===== src/rtl/ewp_pkg.sv =====
// constants and types shared by the external wake-line and power-mode controller
package ewp_pkg;

  // ==========================================================================
  // register map (word index on the plain register port)
  localparam logic [1:0] ADDR_SENSE   = 2'h0;
  localparam logic [1:0] ADDR_PINSEL  = 2'h1;
  localparam logic [1:0] ADDR_PWRCTRL = 2'h2;
  localparam logic [1:0] ADDR_STATUS  = 2'h3;

  // ==========================================================================
  // values after reset
  localparam logic [7:0] SENSE_RESET   = 8'h00;
  localparam logic [7:0] PINSEL_RESET  = 8'h00;
  localparam logic [1:0] PWRCTRL_RESET = 2'h0;
  localparam logic       IMASK_RESET   = 1'h1;

  // ==========================================================================
  // field positions
  localparam int FIELD_W        = 2;
  localparam int SLOW_SEL_BIT   = 0;
  localparam int AWU_EN_BIT     = 1;
  localparam int STAT_STATE_LSB = 0;
  localparam int STAT_MASK_BIT  = 3;
  localparam int STAT_REQ_LSB   = 4;

  // ==========================================================================
  // sensitivity and pin-selection codes
  localparam logic [1:0] SENSE_FALL_LOW = 2'h0;
  localparam logic [1:0] SENSE_RISE     = 2'h1;
  localparam logic [1:0] SENSE_FALL     = 2'h2;
  localparam logic [1:0] SENSE_BOTH     = 2'h3;
  localparam logic [1:0] PIN_NONE       = 2'h0;

  // lines 2 and 3 sit on port b, lines 0 and 1 on port a
  localparam logic [3:0] LINE_ON_PORTB = 4'hc;
  // pin bit for codes 1..3 of each line
  localparam logic [2:0] LINE_PIN [4][3] = '{
    '{3'h1, 3'h2, 3'h3},
    '{3'h4, 3'h5, 3'h6},
    '{3'h3, 3'h5, 3'h6},
    '{3'h0, 3'h1, 3'h2}
  };

  // ==========================================================================
  // clock ratios and counts
  localparam int         OSC_DIV_RUN    = 2;
  localparam int         OSC_DIV_SLOW   = 32;
  localparam int         SLOW_RATIO     = OSC_DIV_SLOW / OSC_DIV_RUN;
  localparam logic [4:0] SLOW_LAST      = 5'(SLOW_RATIO - 1);
  localparam int         STARTUP_CYCLES = 256;
  localparam logic [8:0] STARTUP_LAST   = 9'(STARTUP_CYCLES - 1);

  // ==========================================================================
  // power states
  typedef enum logic [2:0] {
    PWR_RUN     = 3'b000,
    PWR_WAIT    = 3'b001,
    PWR_HALT    = 3'b010,
    PWR_STARTUP = 3'b011
  } ewp_state_e;

endpackage : ewp_pkg


===== src/rtl/ewp_ext_line.sv =====
// one external wake line: edge latch plus low-level request
module ewp_ext_line (
  input  wire logic       mclk,
  input  wire logic       rstSync_b,
  input  wire logic       clkEn,
  input  wire logic       lineEn,
  input  wire logic       pinLevel,
  input  wire logic [1:0] senseCode,
  input  wire logic       serviceAck,
  output logic            lineReq
);

  // ==========================================================================
  // edge detection
  logic prev_r;
  logic latch_r;
  logic latch_nxt;
  logic rise;
  logic fall;
  logic edgeHit;
  logic lowHold;

  assign rise = pinLevel & ~prev_r;
  assign fall = ~pinLevel & prev_r;

  // a pin switch can look like an edge; software should reprogram with the mask set
  assign edgeHit = lineEn & (
    ((senseCode == ewp_pkg::SENSE_FALL_LOW) & fall) |
    ((senseCode == ewp_pkg::SENSE_RISE)     & rise) |
    ((senseCode == ewp_pkg::SENSE_FALL)     & fall) |
    ((senseCode == ewp_pkg::SENSE_BOTH)     & (rise | fall)));

  // new edge beats a clear in the same cycle
  assign latch_nxt = edgeHit ? 1'b1 : (serviceAck ? 1'b0 : latch_r);

  // level request survives the clear while the pin stays low
  assign lowHold = lineEn & (senseCode == ewp_pkg::SENSE_FALL_LOW) & ~pinLevel;

  assign lineReq = latch_r | lowHold;

  // ==========================================================================
  // state
  always_ff @(posedge mclk or negedge rstSync_b) begin
    if (!rstSync_b) begin
      prev_r  <= 1'b1;
      latch_r <= 1'b0;
    end else if (clkEn) begin
      prev_r  <= pinLevel;
      latch_r <= latch_nxt;
    end
  end

endmodule : ewp_ext_line


===== src/rtl/ewp_ctrl.sv =====
// external wake-line configuration and power-mode controller, top level
// Function
// - sensitivity register: four two-bit line fields
// - decode falling-low, rising, falling, both edges
// - sensitivity writes only while mask set
// - line 3 selects none, B0, B1, B2
// - line 2 selects none, B3, B5, B6
// - line 1 selects none, A4, A5, A6
// - line 0 selects none, A1, A2, A3
// - reset enters run at master clock
// - slow select divides oscillator by 32
// - wait while slow keeps slow peripheral clock
// - wait stops cpu, peripherals keep running
// - wait clears mask, nothing else changes
// - wait ends on any interrupt or reset
// - halt only without active-halt and auto-wakeup
// - halt exit: 256-cycle oscillator start-up
// - halt entry clears mask; pending wakes immediately
// - halt stops oscillator and all clocks
// - watchdog option may turn halt into reset
// - servicing pushes mask, sets it, pop restores
// - edge requests latched, cleared on service
// - vector only when pending and mask clear
// - any external line wakes from halt
//
// Decided for this implementation: strobed register access and the placing of the registers.
module ewp_ctrl (
  input  wire logic       mclk,
  input  wire logic       rst_b,
  input  wire logic       clkEn,
  input  wire logic [1:0] regAddr,
  input  wire logic [7:0] regWrData,
  input  wire logic       regWrStrobe,
  input  wire logic       regRdStrobe,
  output logic      [7:0] regRdData,
  input  wire logic [7:0] portA,
  input  wire logic [7:0] portB,
  input  wire logic       waitInstr,
  input  wire logic       haltInstr,
  input  wire logic       maskSetSw,
  input  wire logic       maskClrSw,
  input  wire logic       ccPop,
  input  wire logic       popMaskVal,
  input  wire logic [3:0] vectorAck,
  input  wire logic       otherIrq,
  input  wire logic       haltWakeIrq,
  input  wire logic       activeHaltEn,
  input  wire logic       wdgEnabled,
  input  wire logic       wdgHaltOpt,
  output logic      [3:0] irqReq,
  output logic            imaskOut,
  output logic            pushedMask,
  output logic            cpuClkEn,
  output logic            periphClkEn,
  output logic            oscEnable,
  output logic            wdgResetReq,
  output logic      [2:0] powerState
);

  // ==========================================================================
  // reset release
  logic [1:0] rstPipe_r;
  logic       rstSync_b;

  always_ff @(posedge mclk or negedge rst_b) begin
    if (!rst_b) begin
      rstPipe_r <= 2'b00;
    end else begin
      rstPipe_r <= {rstPipe_r[0], 1'b1};
    end
  end

  assign rstSync_b = rstPipe_r[1];

  // ==========================================================================
  // registers and decode
  logic [7:0]          sense_r;
  logic [7:0]          pinSel_r;
  logic [1:0]          pwrCtrl_r;
  logic                imask_r;
  logic                imask_nxt;
  logic                pushedMask_r;
  logic [7:0]          rdData_r;
  logic [7:0]          rdMux;
  logic [7:0]          statusWord;
  logic                senseWr;
  logic                pinSelWr;
  logic                pwrCtrlWr;
  logic [3:0]          lineReq;
  ewp_pkg::ewp_state_e state_r;
  ewp_pkg::ewp_state_e state_nxt;

  // reprogramming sensitivity is only safe with interrupts masked
  assign senseWr   = regWrStrobe & (regAddr == ewp_pkg::ADDR_SENSE) & imask_r;
  assign pinSelWr  = regWrStrobe & (regAddr == ewp_pkg::ADDR_PINSEL);
  assign pwrCtrlWr = regWrStrobe & (regAddr == ewp_pkg::ADDR_PWRCTRL);

  assign statusWord = {lineReq, imask_r, state_r};

  assign rdMux =
    (regAddr == ewp_pkg::ADDR_SENSE)   ? sense_r :
    (regAddr == ewp_pkg::ADDR_PINSEL)  ? pinSel_r :
    (regAddr == ewp_pkg::ADDR_PWRCTRL) ? {6'h00, pwrCtrl_r} :
                                         statusWord;

  always_ff @(posedge mclk or negedge rstSync_b) begin
    if (!rstSync_b) begin
      sense_r   <= ewp_pkg::SENSE_RESET;
      pinSel_r  <= ewp_pkg::PINSEL_RESET;
      pwrCtrl_r <= ewp_pkg::PWRCTRL_RESET;
      rdData_r  <= 8'h00;
    end else if (clkEn) begin
      if (senseWr) begin
        sense_r <= regWrData;
      end
      if (pinSelWr) begin
        pinSel_r <= regWrData;
      end
      if (pwrCtrlWr) begin
        pwrCtrl_r <= regWrData[1:0];
      end
      rdData_r <= regRdStrobe ? rdMux : 8'h00;
    end
  end

  assign regRdData = rdData_r;

  // ==========================================================================
  // external lines
  genvar gi;
  generate
    for (gi = 0; gi < 4; gi++) begin : g_line
      logic [1:0] pinCode;
      logic [2:0] pinIdx;
      logic [7:0] srcPort;
      logic       lineEn;
      logic       pinLevel;

      assign pinCode = pinSel_r[gi*ewp_pkg::FIELD_W +: ewp_pkg::FIELD_W];
      assign lineEn  = (pinCode != ewp_pkg::PIN_NONE);
      assign srcPort = ewp_pkg::LINE_ON_PORTB[gi] ? portB : portA;
      assign pinIdx  = lineEn ? ewp_pkg::LINE_PIN[gi][pinCode - 2'h1] : 3'h0;
      // an unrouted line reads high so it cannot raise a level request
      assign pinLevel = lineEn ? srcPort[pinIdx] : 1'b1;

      ewp_ext_line u_line (
        .mclk       (mclk),
        .rstSync_b  (rstSync_b),
        .clkEn      (clkEn),
        .lineEn     (lineEn),
        .pinLevel   (pinLevel),
        .senseCode  (sense_r[gi*ewp_pkg::FIELD_W +: ewp_pkg::FIELD_W]),
        .serviceAck (vectorAck[gi]),
        .lineReq    (lineReq[gi])
      );
    end
  endgenerate

  // ==========================================================================
  // interrupt mask
  logic anyAck;
  logic enterWait;
  logic enterHalt;
  logic maskClr;

  assign anyAck  = |vectorAck;
  assign maskClr = maskClrSw | enterHalt | (state_r == ewp_pkg::PWR_WAIT) | enterWait;

  // entering a routine sets the mask and wins over any clear
  assign imask_nxt = (anyAck | maskSetSw) ? 1'b1 :
                     ccPop                ? popMaskVal :
                     maskClr              ? 1'b0 : imask_r;

  always_ff @(posedge mclk or negedge rstSync_b) begin
    if (!rstSync_b) begin
      imask_r      <= ewp_pkg::IMASK_RESET;
      pushedMask_r <= ewp_pkg::IMASK_RESET;
    end else if (clkEn) begin
      imask_r <= imask_nxt;
      if (anyAck) begin
        pushedMask_r <= imask_r;
      end
    end
  end

  assign imaskOut   = imask_r;
  assign pushedMask = pushedMask_r;
  assign irqReq     = lineReq & {4{~imask_r & (state_r == ewp_pkg::PWR_RUN)}};

  // ==========================================================================
  // power-mode sequencer
  logic       haltAllowed;
  logic       wdgHaltReset;
  logic       anyIrq;
  logic       haltWake;
  logic       startDone;
  logic [8:0] startCnt_r;
  logic       wdgResetReq_r;

  assign haltAllowed  = ~activeHaltEn & ~pwrCtrl_r[ewp_pkg::AWU_EN_BIT];
  // option low: halting with the watchdog running resets instead
  assign wdgHaltReset = haltInstr & wdgEnabled & ~wdgHaltOpt;
  assign enterWait    = (state_r == ewp_pkg::PWR_RUN) & waitInstr & ~haltInstr;
  assign enterHalt    = (state_r == ewp_pkg::PWR_RUN) & haltInstr & haltAllowed
                        & ~wdgHaltReset;
  assign anyIrq       = (|lineReq) | otherIrq;
  assign haltWake     = (|lineReq) | haltWakeIrq;
  assign startDone    = (startCnt_r == ewp_pkg::STARTUP_LAST);

  always_comb begin
    state_nxt = state_r;
    case (state_r)
      ewp_pkg::PWR_RUN: begin
        if (enterHalt) begin
          state_nxt = ewp_pkg::PWR_HALT;
        end else if (enterWait) begin
          state_nxt = ewp_pkg::PWR_WAIT;
        end
      end
      ewp_pkg::PWR_WAIT: begin
        if (anyIrq) begin
          state_nxt = ewp_pkg::PWR_RUN;
        end
      end
      ewp_pkg::PWR_HALT: begin
        // a request already pending leaves on the very next edge
        if (haltWake) begin
          state_nxt = ewp_pkg::PWR_STARTUP;
        end
      end
      ewp_pkg::PWR_STARTUP: begin
        if (startDone) begin
          state_nxt = ewp_pkg::PWR_RUN;
        end
      end
      default: begin
        state_nxt = ewp_pkg::PWR_RUN;
      end
    endcase
  end

  always_ff @(posedge mclk or negedge rstSync_b) begin
    if (!rstSync_b) begin
      state_r       <= ewp_pkg::PWR_RUN;
      startCnt_r    <= 9'h000;
      wdgResetReq_r <= 1'b0;
    end else if (clkEn) begin
      state_r       <= state_nxt;
      startCnt_r    <= (state_r == ewp_pkg::PWR_STARTUP) ? startCnt_r + 9'h001 : 9'h000;
      wdgResetReq_r <= (state_r == ewp_pkg::PWR_RUN) & wdgHaltReset;
    end
  end

  assign wdgResetReq = wdgResetReq_r;
  assign powerState  = state_r;

  // ==========================================================================
  // clock enables
  logic       slowSel;
  logic [4:0] slowCnt_r;
  logic       masterTick;

  assign slowSel = pwrCtrl_r[ewp_pkg::SLOW_SEL_BIT];

  // divider free-runs while slow so the wait state keeps the same rate
  always_ff @(posedge mclk or negedge rstSync_b) begin
    if (!rstSync_b) begin
      slowCnt_r <= 5'h00;
    end else if (clkEn) begin
      if (!slowSel || slowCnt_r == ewp_pkg::SLOW_LAST) begin
        slowCnt_r <= 5'h00;
      end else begin
        slowCnt_r <= slowCnt_r + 5'h01;
      end
    end
  end

  assign masterTick  = ~slowSel | (slowCnt_r == ewp_pkg::SLOW_LAST);
  assign cpuClkEn    = clkEn & masterTick & (state_r == ewp_pkg::PWR_RUN);
  assign periphClkEn = clkEn & masterTick
                       & ((state_r == ewp_pkg::PWR_RUN) | (state_r == ewp_pkg::PWR_WAIT));
  assign oscEnable   = (state_r != ewp_pkg::PWR_HALT);

endmodule : ewp_ctrl


===== config.mk =====
export PLATFORM = sky130hd
export DESIGN_NAME = ewp_ctrl
export DESIGN_NICKNAME = d
export VERILOG_FILES = /design/src/rtl/ewp_pkg.sv /design/src/rtl/ewp_ext_line.sv /design/src/rtl/ewp_ctrl.sv
export SDC_FILE = /design/constraint.sdc
export NUM_CORES = 1
export LEC_CHECK = 0
export ABC_CLOCK_PERIOD_IN_PS = 5500
export BUFFER_PORTS_ARGS = -buffer_cell sky130_fd_sc_hd__buf_2
export CAP_MARGIN = 20
export CORE_ASPECT_RATIO = 1.1
export CORE_MARGIN = 5
export CORE_UTILIZATION = 37
export CTS_CLUSTER_DIAMETER = 150
export DETAILED_ROUTE_END_ITERATION = 8
export SLEW_MARGIN = 40
export SYNTH_ARGS = -nofsm -noshare
export SYNTH_HDL_FRONTEND = slang
export SYNTH_SLANG_ARGS = --single-unit

===== constraint.sdc =====
create_clock -name mclk -period 5.5 [get_ports mclk]
set_input_delay 1.1 -clock mclk [delete_from_list [all_inputs] [get_ports mclk]]
set_output_delay 1.1 -clock mclk [all_outputs]
set_load 0.03 [all_outputs]

==> flow_summary.ini, run 1 <==
[logic_synthesis]
avgSynthCellArea_um2 = 10.3
synthesis.instances = 293
synth_ff_type = sky130_fd_sc_hd__dfrtp_1
synth.net_count = 353
synth_edf_count = 0
synth-seq-cells = 55
synthDistinctLibCells = 51
synth.yosys.seq_area_share_pct = 45.7
count_of_synthesis_stage_warnings_from_yosys = 0
postSynth.asyncResetShare_pct = 100
post_syn_area_um2 = 3030

[global_route]
gr-total-overflow = 0
antenna_found_initial = 0
grt_start_max_net_pins = 54
grt_pass1_wl_um = 12000
vias_in_the_first_global_route = 2394
total_global_route_track_usage_pct = 15.0

[cts]
tritoncts.num_buffers = 5
clock_tree.root_cell = sky130_fd_sc_hd__clkbuf_8
cts_num_sinks = 55
cts-resized-gates = 0
clk_pin_slew_ns = 0.10
cts_hold_buffers = 0
postCtsSetupRepairBufs = 0
ctsHtreeMaxLevel = 2
clk-insertion-delay-late_ns = 0.31
clk_path_buf_depth = 2
cts_tree = done

[die]
floorplan.die_area_um2 = 10100
num_io_pins = 67
rows = 34
die_y_um = 105
initial_core_util_pct = 38.1
coreArea_um2 = 7960
die_w_um = 96.3

[flow_run]
drv_cap = 0

[pwr]
ir_drop_mv = 0.137
share_clk_of_total_power_pct = 22.7
pwr-share-seq_pct = 46.6
combinationalPowerShare_pct = 30.7
sw_frac_of_total_pct = 35.3
power_density_nw_per_um2 = 359
internal-power_uw = 829
switching_power_uw = 453
leakage_nw = 1.70

[cells_and_area]
multiInputGateArea_um2 = 1500
fill_cells = 786
insertedDiodeCount = 0
final_net_count = 414
areaGrowthSynthToFinish_pct = 18.0
final_design_instance_area_without_fill_um2 = 3570
layout-drive-gt1-share_pct = 29.9
sequential_cell_area_um2 = 1390

[timing]
rsz0062_at_grt = false
finalSetupViolations = 0
final_period_minus_worst_setup_slack_ns = 3.51
final.setup_skew_ns = 0.00968
final.hold.worst_slack_ns = 0.367
min_period_over_period_pct = 63.8
timing.slew.headroom_pct = 50.5
fin_setup_tns_ns = 0
setup_slack_ns = 1.99
tightest_slew_ns = 0.733
hold_viol = 0
final-max-slew-violation-count = 0
fmax_ghz = 0.285

[placement]
placedInstanceArea_um2 = 3450
place_hpwl_um = 5300
gp_routability_congestion = 0.803
placement.setup.worst_slack_ns = 1.97
io_buffers = 62

[detailed_routing]
detail_route.wl_per_cell_um = 15.7
route.detailed.drc = 0
detailedRoute.firstIterationViolations = 100
vias_per_cell = 5.15
vias = 2383
detail_route.wirelength_um = 7270
ant_nets = 0
detail_route.first_pass.iterations = 5

[worst_setup_path]
crit_chain = buf_2 > mux4_2 > o41a_1 > nor2_1 > buf_2
arrival_time_worst_endpoint_ns = 2.41
cp_max_fo = 3
setup.worst_path.start_class = input port
slowest_delay_ns = 0.49
critical_path.endpoint_type = output port
cpMaxStageDelayCell = sky130_fd_sc_hd__mux4_2
critical_setup_path_kind = input port to output port
critPathRequiredTime_ns = 4.40
worst_path_most_repeated_cell = sky130_fd_sc_hd__buf_2

[run_status]
status = complete, no violations

[min_path]
worst_hold_path_type = flop to flop
## kinds of logic (layout without fill, tap and decap cells)
kind of cell               after synthesis  after routing  share of synthesized area, %
and+or+nand+nor                         78             78                          12.4
xor gates and xnor gates                 3              3                         0.868
buffers and inverters                   37             99                          4.75
muxes                                   35             35                          14.1
adders and majority gates               14             14                          5.79
DFF                                     55             55                          45.7
other                                    2              2                         0.248
AOI/OAI and AO/OA                       69             69                          16.2
## layout by cell type (no fill, tap or decap), types with 9 or more instances in the layout
master                      Yosys  routed
sky130_fd_sc_hd__nand3_1        9       9
sky130_fd_sc_hd__inv_1         25      25
sky130_fd_sc_hd__mux2_2        18      18
sky130_fd_sc_hd__o21ai_0       12      12
sky130_fd_sc_hd__nor2_1        20      20
sky130_fd_sc_hd__buf_2          1      62
sky130_fd_sc_hd__o2bb2ai_1      9       9
sky130_fd_sc_hd__nand2_1       26      26
sky130_fd_sc_hd__ha_1          14      14
sky130_fd_sc_hd__dfrtp_1       49      48
sky130_fd_sc_hd__a21oi_1       16      16
sky130_fd_sc_hd__mux2i_1       13      13
## sequential cells by signal, summed over array words and instances (netlist names)
signal                 cells
startCnt_r                 9
imaskOut                   1
pinSel_r                   8
wdgResetReq                1
regRdData                  8
sense_r                    8
rstPipe_r                  2
pushedMask                 1
pwrCtrl_r                  2
powerState                 2
g_line.u_line.latch_r      4
slowCnt_r                  5
g_line.u_line.prev_r       4
## metrics by stage
| stage | total power [mW] | util (%) | std cells |
|---|---|---|---|
| after detailed placement | 1.00 | 43.4 | 455 |
| after CTS | 1.29 | 44.9 | 463 |
| after floorplan | 0.880 | - | 293 |
| after global routing | 1.37 | 44.9 | 463 |
| after global placement | 0.988 | 43.4 | 455 |
| final | 1.28 | 44.9 | 463 |
## worst max-delay path, delay by kind of cell
family	cells	cell delay, ns
AOI/OAI and AO/OA	1	0.39
buffers and inverters	2	0.31
muxes	1	0.49
and+or+nand+nor	1	0.13
## area by class of cell
type                       instances  area share (%)
tap                              108            3.78
inverter                          26            2.73
clock buffer                       6            2.31
clock inverter                     2            1.09
sequential                        55            38.8
timing repair buffer              65            9.32
multi-input combinational        201            42.0
## worst paths after layout
kind / start / to / slack (ns) / cells after the start
max: portA[1] / irqReq[0] / 1.99 / 5
min: rstPipe_r[0] / rstPipe_r[1] / 0.37 / 0
max reg2reg: pinSel_r[4] / powerState[1] / 3.12 / 7
min reg2reg: rstPipe_r[0] / rstPipe_r[1] / 0.37 / 0
max in group asynchronous: rstPipe_r[1] / startCnt_r[5] / 4.64 / 1
min in group asynchronous: rstPipe_r[1] / pinSel_r[2] / 0.39 / 1
## power groups by stage
stage | clock network [mW] | registers (mW) | logic, mW
final | 0.291 | 0.598 | 0.393
after global routing | 0.312 | 0.613 | 0.442
after CTS | 0.299 | 0.597 | 0.399
after detailed placement | 0 | 0.605 | 0.398
after global placement | 0 | 0.602 | 0.385
after floorplan | 0 | 0.602 | 0.278
## Yosys cell counts, types with 2 or more instances
| cell | count | area (um^2) |
|---|---|---|
| sky130_fd_sc_hd__a221oi_1 | 2 | 17.5 |
| sky130_fd_sc_hd__mux2i_1 | 13 | 130 |
| sky130_fd_sc_hd__nand3_1 | 9 | 45.0 |
| sky130_fd_sc_hd__nor3b_1 | 3 | 22.5 |
| sky130_fd_sc_hd__nor3_1 | 2 | 10.0 |
| sky130_fd_sc_hd__and3_1 | 3 | 18.8 |
| sky130_fd_sc_hd__mux2_2 | 18 | 203 |
| sky130_fd_sc_hd__mux4_2 | 3 | 67.6 |
| sky130_fd_sc_hd__inv_1 | 25 | 93.8 |
| sky130_fd_sc_hd__buf_1 | 2 | 7.51 |
| sky130_fd_sc_hd__nand2_1 | 26 | 97.6 |
| sky130_fd_sc_hd__a22o_1 | 2 | 17.5 |
| sky130_fd_sc_hd__xnor2_1 | 2 | 17.5 |
| sky130_fd_sc_hd__o2bb2ai_1 | 9 | 78.8 |
| sky130_fd_sc_hd__conb_1 | 2 | 7.51 |
| sky130_fd_sc_hd__nor2_1 | 20 | 75.1 |
| sky130_fd_sc_hd__o41a_1 | 2 | 22.5 |
| sky130_fd_sc_hd__o22a_1 | 4 | 35.0 |
| sky130_fd_sc_hd__dfrtp_1 | 49 | 1230 |
| sky130_fd_sc_hd__dfstp_2 | 6 | 158 |
| sky130_fd_sc_hd__nand2b_1 | 5 | 31.3 |
| sky130_fd_sc_hd__o22ai_1 | 3 | 18.8 |
| sky130_fd_sc_hd__o221ai_1 | 3 | 26.3 |
| sky130_fd_sc_hd__o31ai_1 | 3 | 22.5 |
| sky130_fd_sc_hd__o21ai_0 | 12 | 60.1 |
| sky130_fd_sc_hd__clkbuf_1 | 7 | 26.3 |
| sky130_fd_sc_hd__a21o_1 | 3 | 22.5 |
| sky130_fd_sc_hd__o41ai_1 | 2 | 17.5 |
| sky130_fd_sc_hd__nand4_1 | 3 | 18.8 |
| sky130_fd_sc_hd__a21oi_1 | 16 | 80.1 |
| sky130_fd_sc_hd__ha_1 | 14 | 175 |
## routing by layer
| metal | wire, um | up-vias | GRT usage (%) |
|---|---|---|---|
| met5 | 0 | - | 0 |
| met4 | 75 | 0 | 3.86 |
| met3 | 371 | 6 | 3.31 |
| met2 | 3460 | 59 | 24.0 |
| met1 | 3360 | 1144 | 20.5 |
| li1 | - | 1174 | - |
Power figures use the tool's default switching activity.
==> inputs of run 2 (changes only) <==
Settings changed: ABC_CLOCK_PERIOD_IN_PS 5500 to 3200.
Clock period 5.5 ns to 3.2 ns, I/O delays scaled along.
==> run 2 against run 1 <==
  * Register-to-register slack worse by 2.3 ns
  * Die area unchanged
  * Critical path type is now flop to output port
  * Setup slack worse by 1.7 ns
  * Wire length down 0.80%
  * Combinational power up 76%
  * Critical endpoint is now irqReq[2]
  * Largest cell class unchanged
==> flow_summary.ini, run 2 (synthesis gave the netlist of run 1 again) <==
[cells_and_area]
layout.cells.most_common = sky130_fd_sc_hd__buf_2
largest_register_ff_count = 9
layout-drive-gt1-share_pct = 30.4
top_register_by_number_of_flip_flops = startCnt_r
final_design_instance_area_without_fill_um2 = 3570
insertedDiodeCount = 0
most-common-layout-cells = sky130_fd_sc_hd__buf_2, sky130_fd_sc_hd__dfrtp_1, sky130_fd_sc_hd__nand2_1
final_net_count = 417
areaGrowthSynthToFinish_pct = 17.8

[die]
coreArea_um2 = 7960
rows = 34
floorplan.die_area_um2 = 10100
num_io_pins = 67
die_y_um = 105
initial_core_util_pct = 38.1
die_w_um = 96.3

[global_route]
global_route.usage.met1_pct = 21.8
global_route.peak_usage_layer = met2
grt.met2_usage_pct = 24.0
total_global_route_track_usage_pct = 15.3
antenna_found_initial = 0
vias_in_the_first_global_route = 2373
grt_util_met3_pct = 3.24
gr-total-overflow = 0
grt_start_max_net_pins = 31
grt_pass1_wl_um = 12100

[timing]
timing.slew.headroom_pct = 63.7
final.hold.worst_slack_ns = 0.0961
rsz0062_at_grt = false
final-max-slew-violation-count = 0
final_period_minus_worst_setup_slack_ns = 2.91
finalSetupViolations = 0
hold_viol = 0
min_period_over_period_pct = 91.0
fin_setup_tns_ns = 0
final.setup_skew_ns = 0.00832
fmax_ghz = 0.343
tightest_slew_ns = 0.538

[cts]
clk_pin_slew_ns = 0.10
cts_tree = done
clock_tree.root_cell = sky130_fd_sc_hd__clkbuf_8
postCtsSetupRepairBufs = 0
ctsHtreeMaxLevel = 2
cts_hold_buffers = 0
clk-insertion-delay-late_ns = 0.31
cts-resized-gates = 0
tritoncts.num_buffers = 5
cts_num_sinks = 55
clk_path_buf_depth = 2

[detailed_routing]
ant_nets = 0
detail_route.first_pass.iterations = 4
vias = 2404
detail_route.wirelength_um = 7210
detailedRoute.firstIterationViolations = 83
route.detailed.drc = 0
detail_route.wl_per_cell_um = 15.5
vias_per_cell = 5.16

[worst_setup_path]
cp_max_fo = 4
critPathRequiredTime_ns = 2.56
critical_setup_path_kind = flop to output port
rr_startpoint = pinSel_r[4]
arrival_time_worst_endpoint_ns = 2.27
setup.worst_path.start_class = flop
setup.worst_path.start = pinSel_r[4]
critical_path.endpoint_type = output port

[pwr]
power_density_nw_per_um2 = 589
ir_drop_mv = 0.227
leakage_nw = 1.70
totalPowerFinal_mw = 2.10

[min_path]
worst_hold_path_type = input port to async pin

[placement]
gp_routability_congestion = 0.773
io_buffers = 62
placedInstanceArea_um2 = 3480
place_hpwl_um = 5410

[run_status]
status = complete, no violations

[flow_run]
drv_cap = 0
[run 2: cell count changes in the layout (fill, tap and decap cells not counted), sizes merged]
cell      previous run  this run
clkinvlp             0         1
bufinv               1         0
clkinv               1         2
buf                 65        68
inv                 26        25
[run 2: worst max-delay path: stages (launching register included)]
cell,delay (ns)
sky130_fd_sc_hd__dfrtp_1,0.41
sky130_fd_sc_hd__inv_1,0.06
sky130_fd_sc_hd__ha_1,0.29
sky130_fd_sc_hd__mux4_2,0.51
sky130_fd_sc_hd__o41a_1,0.37
sky130_fd_sc_hd__nor2_1,0.12
sky130_fd_sc_hd__buf_2,0.21
[run 2: cell type report]
cell class / instances / area, um^2
inverters: 26 / 97.6
fillers: 786 / 4390
clock buffers: 6 / 72.6
clock inverters: 2 / 12.5
well taps: 108 / 135
repair buffers: 68 / 355
multi-input cells: 201 / 1510
flip-flops and latches: 55 / 1390
[run 2: path summary, 6_finish.rpt]
path | cells after the start | end | slack, ns
setup / recovery | 6 | irqReq[2] | 0.29
hold / removal | 1 | rstPipe_r[1] | 0.1
setup reg to reg | 7 | powerState[1] | 0.82
hold reg to reg | 0 | regRdData[2] | 0.26
max in group asynchronous | 1 | g_line[1].u_line.prev_r | 2.10
min in group mclk | 0 | rstPipe_r[1] | 0.36
[run 2: power by group]
part           switching (mW)  leakage (nW)  internal [mW]
Sequential              0.171         0.677          0.856
Clock                   0.226        0.0412          0.154
Combinational           0.364         0.980          0.327
Total                   0.761          1.70           1.34
[run 2: per-stage QoR]
step                utilization (%)  worst slack, ns  cells
floorplan                         -            0.610    293
global placement               43.7            0.584    458
detailed placement             43.8            0.572    458
CTS                            44.8            0.276    466
global route                   44.8            0.200    466
finish                         44.8            0.288    466
[run 2: per-layer routing]
layer	wire, um	up-vias
met5	0	-
met4	55	0
met3	411	7
met2	3370	52
met1	3380	1163
li1	-	1182
==> inputs of run 3 (changes only) <==
Settings changed: SYNTH_HIERARCHICAL set to 1.
==> run 3 against run 2 <==
  * Area after synthesis increased by 2.2%
  * Core utilization is 0.44 points higher
  * Critical path type unchanged
  * Maximum frequency down 6.6%
  * Cell count up 1.9%
  * Highest routed layer unchanged
  * Clock power shrank 4%
  * Sequential cell count stayed put
  * Register-to-register slack lost 0.25 ns
  * Hold slack gained 0.013 ns
  * First-iteration DRC count down 30%
  * Clock skew fell by 0.00070 ns
  * Critical endpoint unchanged
  * Sequential power decreased by 4%
==> flow_summary.ini, run 3 <==
[worst_setup_path]
setup.worst_path.start_class = flop
arrival_time_worst_endpoint_ns = 2.48
critical_setup_path_kind = flop to output port
critPathRequiredTime_ns = 2.56
critical_path.endpoint_type = output port
cp_max_fo = 4

[timing]
min_period_over_period_pct = 97.4
fmax_ghz = 0.321
fin_setup_tns_ns = 0
final.hold.worst_slack_ns = 0.109
hold_viol = 0
timing.slew.headroom_pct = 56.1
setup_slack_ns = 0.0827
finalSetupViolations = 0
tightest_slew_ns = 0.656
final_period_minus_worst_setup_slack_ns = 3.12
final.setup_skew_ns = 0.00762
final-max-slew-violation-count = 0

[logic_synthesis]
synthDistinctLibCells = 51
yosysMostFrequentCell = sky130_fd_sc_hd__dfrtp_1
synth_edf_count = 0
postSynth.asyncResetShare_pct = 100
post_synth_most_frequent_cells = sky130_fd_sc_hd__dfrtp_1, sky130_fd_sc_hd__inv_1, sky130_fd_sc_hd__nand2_1, sky130_fd_sc_hd__mux2_2, sky130_fd_sc_hd__nand2b_1
post_syn_area_um2 = 3100
count_of_synthesis_stage_warnings_from_yosys = 6
synth-seq-cells = 55
avgSynthCellArea_um2 = 10.6
synth_top_cell_area_share_pct = 39.6
post_synth_main_area_contributors = sky130_fd_sc_hd__dfrtp_1, sky130_fd_sc_hd__mux2_2, sky130_fd_sc_hd__ha_1
synth_ff_type = sky130_fd_sc_hd__dfrtp_1
synth.net_count = 352
synthesis.instances = 292
synth.yosys.seq_area_share_pct = 44.7
synth.largest_area_cell = sky130_fd_sc_hd__dfrtp_1

[cells_and_area]
sequential_cell_area_um2 = 1390
largest_register_ff_count = 9
fill_cells = 792
top_register_by_number_of_flip_flops = startCnt_r
areaGrowthSynthToFinish_pct = 21.0
postLayoutCoreUtil_pct = 45.3
final_net_count = 423
layout.cells.most_common = sky130_fd_sc_hd__buf_2
layout-drive-gt1-share_pct = 36.3
multiInputGateArea_um2 = 1620
most-common-layout-cells = sky130_fd_sc_hd__buf_2, sky130_fd_sc_hd__dfrtp_1, sky130_fd_sc_hd__inv_1
insertedDiodeCount = 0

[cts]
clk_path_buf_depth = 2
cts_tree = done
clock_tree.root_cell = sky130_fd_sc_hd__clkbuf_8
cts_num_sinks = 55
cts_hold_buffers = 0
ctsHtreeMaxLevel = 2
clk_pin_slew_ns = 0.09
clk-insertion-delay-late_ns = 0.30
tritoncts.num_buffers = 5

[detailed_routing]
detail_route.wl_per_cell_um = 15.0
vias_per_cell = 5.08
detailedRoute.firstIterationViolations = 58
route.detailed.drc = 0
detail_route.first_pass.iterations = 4
ant_nets = 0
vias = 2411
detail_route.wirelength_um = 7120

[flow_run]
drv_cap = 0

[pwr]
internal-power_mw = 1.40
switching_power_uw = 779
ir_drop_mv = 0.292
pwr-share-seq_pct = 45.3
combinationalPowerShare_pct = 38.0
power_density_nw_per_um2 = 581
share_clk_of_total_power_pct = 16.7
sw_frac_of_total_pct = 35.8
leakage_nw = 1.77

[die]
initial_core_util_pct = 37.4
die_y_um = 106
coreArea_um2 = 8280
die_w_um = 97.2
num_io_pins = 67
floorplan.die_area_um2 = 10300
rows = 35

[global_route]
grt_start_max_net_pins = 40
total_global_route_track_usage_pct = 14.2
antenna_found_initial = 0
vias_in_the_first_global_route = 2461
gr-total-overflow = 0
grt_pass1_wl_um = 12000

[placement]
placement.setup.worst_slack_ns = 0.213
io_buffers = 62
gp_routability_congestion = 0.791
place_hpwl_um = 5350

[min_path]
worst_hold_path_type = input port to async pin

[run_status]
status = complete, no violations
==> run 3: cell types whose count changed in the layout (fill, tap and decap cells not counted), moves of 6 or more <==
| cell | change |
|---|---|
| sky130_fd_sc_hd__a21oi_1 | -11 |
| sky130_fd_sc_hd__o22ai_1 | +7 |
| sky130_fd_sc_hd__buf_4 | +6 |
| sky130_fd_sc_hd__nand2_1 | -6 |
| sky130_fd_sc_hd__nand2b_1 | +12 |
| sky130_fd_sc_hd__nor2_1 | -10 |
| sky130_fd_sc_hd__o2bb2ai_1 | -8 |
==> run 3: layout make-up <==
type | count | share of cell area, %
clock buffers | 7 | 2.04
multi-input cells | 199 | 43.3
inverters | 28 | 2.81
well taps | 111 | 3.71
flip-flops and latches | 55 | 37.0
clock inverters | 1 | 0.134
repair buffers | 74 | 11.0
==> run 3: power by group through the flow <==
stage          sequential, mW  combinational (mW)  clock [mW]
2_1_floorplan            1.01               0.495           0
3_3_place_gp            0.991               0.735           0
3_5_place_dp            0.995               0.748           0
4_1_cts                 0.981               0.786       0.377
5_1_grt                  1.01               0.921       0.404
6_report                0.986               0.827       0.365
==> run 3: routing by layer <==
metal  share of wire (%)  track usage (%)
met5                   0                0
met4                0.76             3.07
met3                 3.5             2.56
met2                  50             24.2
met1                  46             18.9
==> run 3: timing repair <==
| item | 4_1_cts | 5_1_grt |
|---|---|---|
| endpoints found under the hold margin | 0 | 0 |
| setup endpoints to repair | 2 | 2 |
| setup buffers | 3 | 3 |
| resized for setup | 8 | 7 |
| pin swaps | 0 | 2 |
==> run 3: cell families (layout without fill, tap and decap cells) <==
kind of cell,count (synthesis),after routing,share of synthesized area [%]
AND/OR/NAND/NOR,97,97,18.7
flip-flops,55,55,44.7
AO/OA/AOI/OAI,48,48,11.0
buffers and inverters,38,110,5.13
multiplexers,35,35,13.7
adder cells (fa/ha/maj),14,14,5.66
XOR/XNOR,3,3,0.849
other,2,2,0.243
==> run 3: worst max-delay path, cell delays in order, from the launching register on <==
cell	delay, ns
sky130_fd_sc_hd__dfrtp_1	0.37
sky130_fd_sc_hd__inv_1	0.08
sky130_fd_sc_hd__ha_4	0.27
sky130_fd_sc_hd__mux4_2	0.49
sky130_fd_sc_hd__or2_4	0.27
sky130_fd_sc_hd__nor4b_4	0.28
sky130_fd_sc_hd__or2_4	0.16
sky130_fd_sc_hd__and2_1	0.14
sky130_fd_sc_hd__buf_6	0.14
==> run 3: final timing paths <==
check / start / end / slack (ns) / cells after the start
worst max-delay path: pinSel_r[5] / irqReq[2] / 0.08 / 8
max in group asynchronous: rstPipe_r[1] / g_line[2].u_line/prev_r / 2.20 / 1
worst min register to register: rstPipe_r[1] / slowCnt_r[1] / 0.32 / 0
min in group mclk: rstPipe_r[0] / rstPipe_r[1] / 0.37 / 0
worst max register to register: pinSel_r[5] / powerState[0] / 0.57 / 10
worst min-delay path: rst_b / rstPipe_r[1] / 0.11 / 1
==> run 3: per-stage QoR <==
step	instance area (um^2)	power (mW)	instances
after floorplan	3100	1.51	292
after global placement	3540	1.73	461
after detailed placement	3540	1.74	461
after CTS	3670	2.14	472
after global routing	3750	2.34	475
final	3750	2.18	475
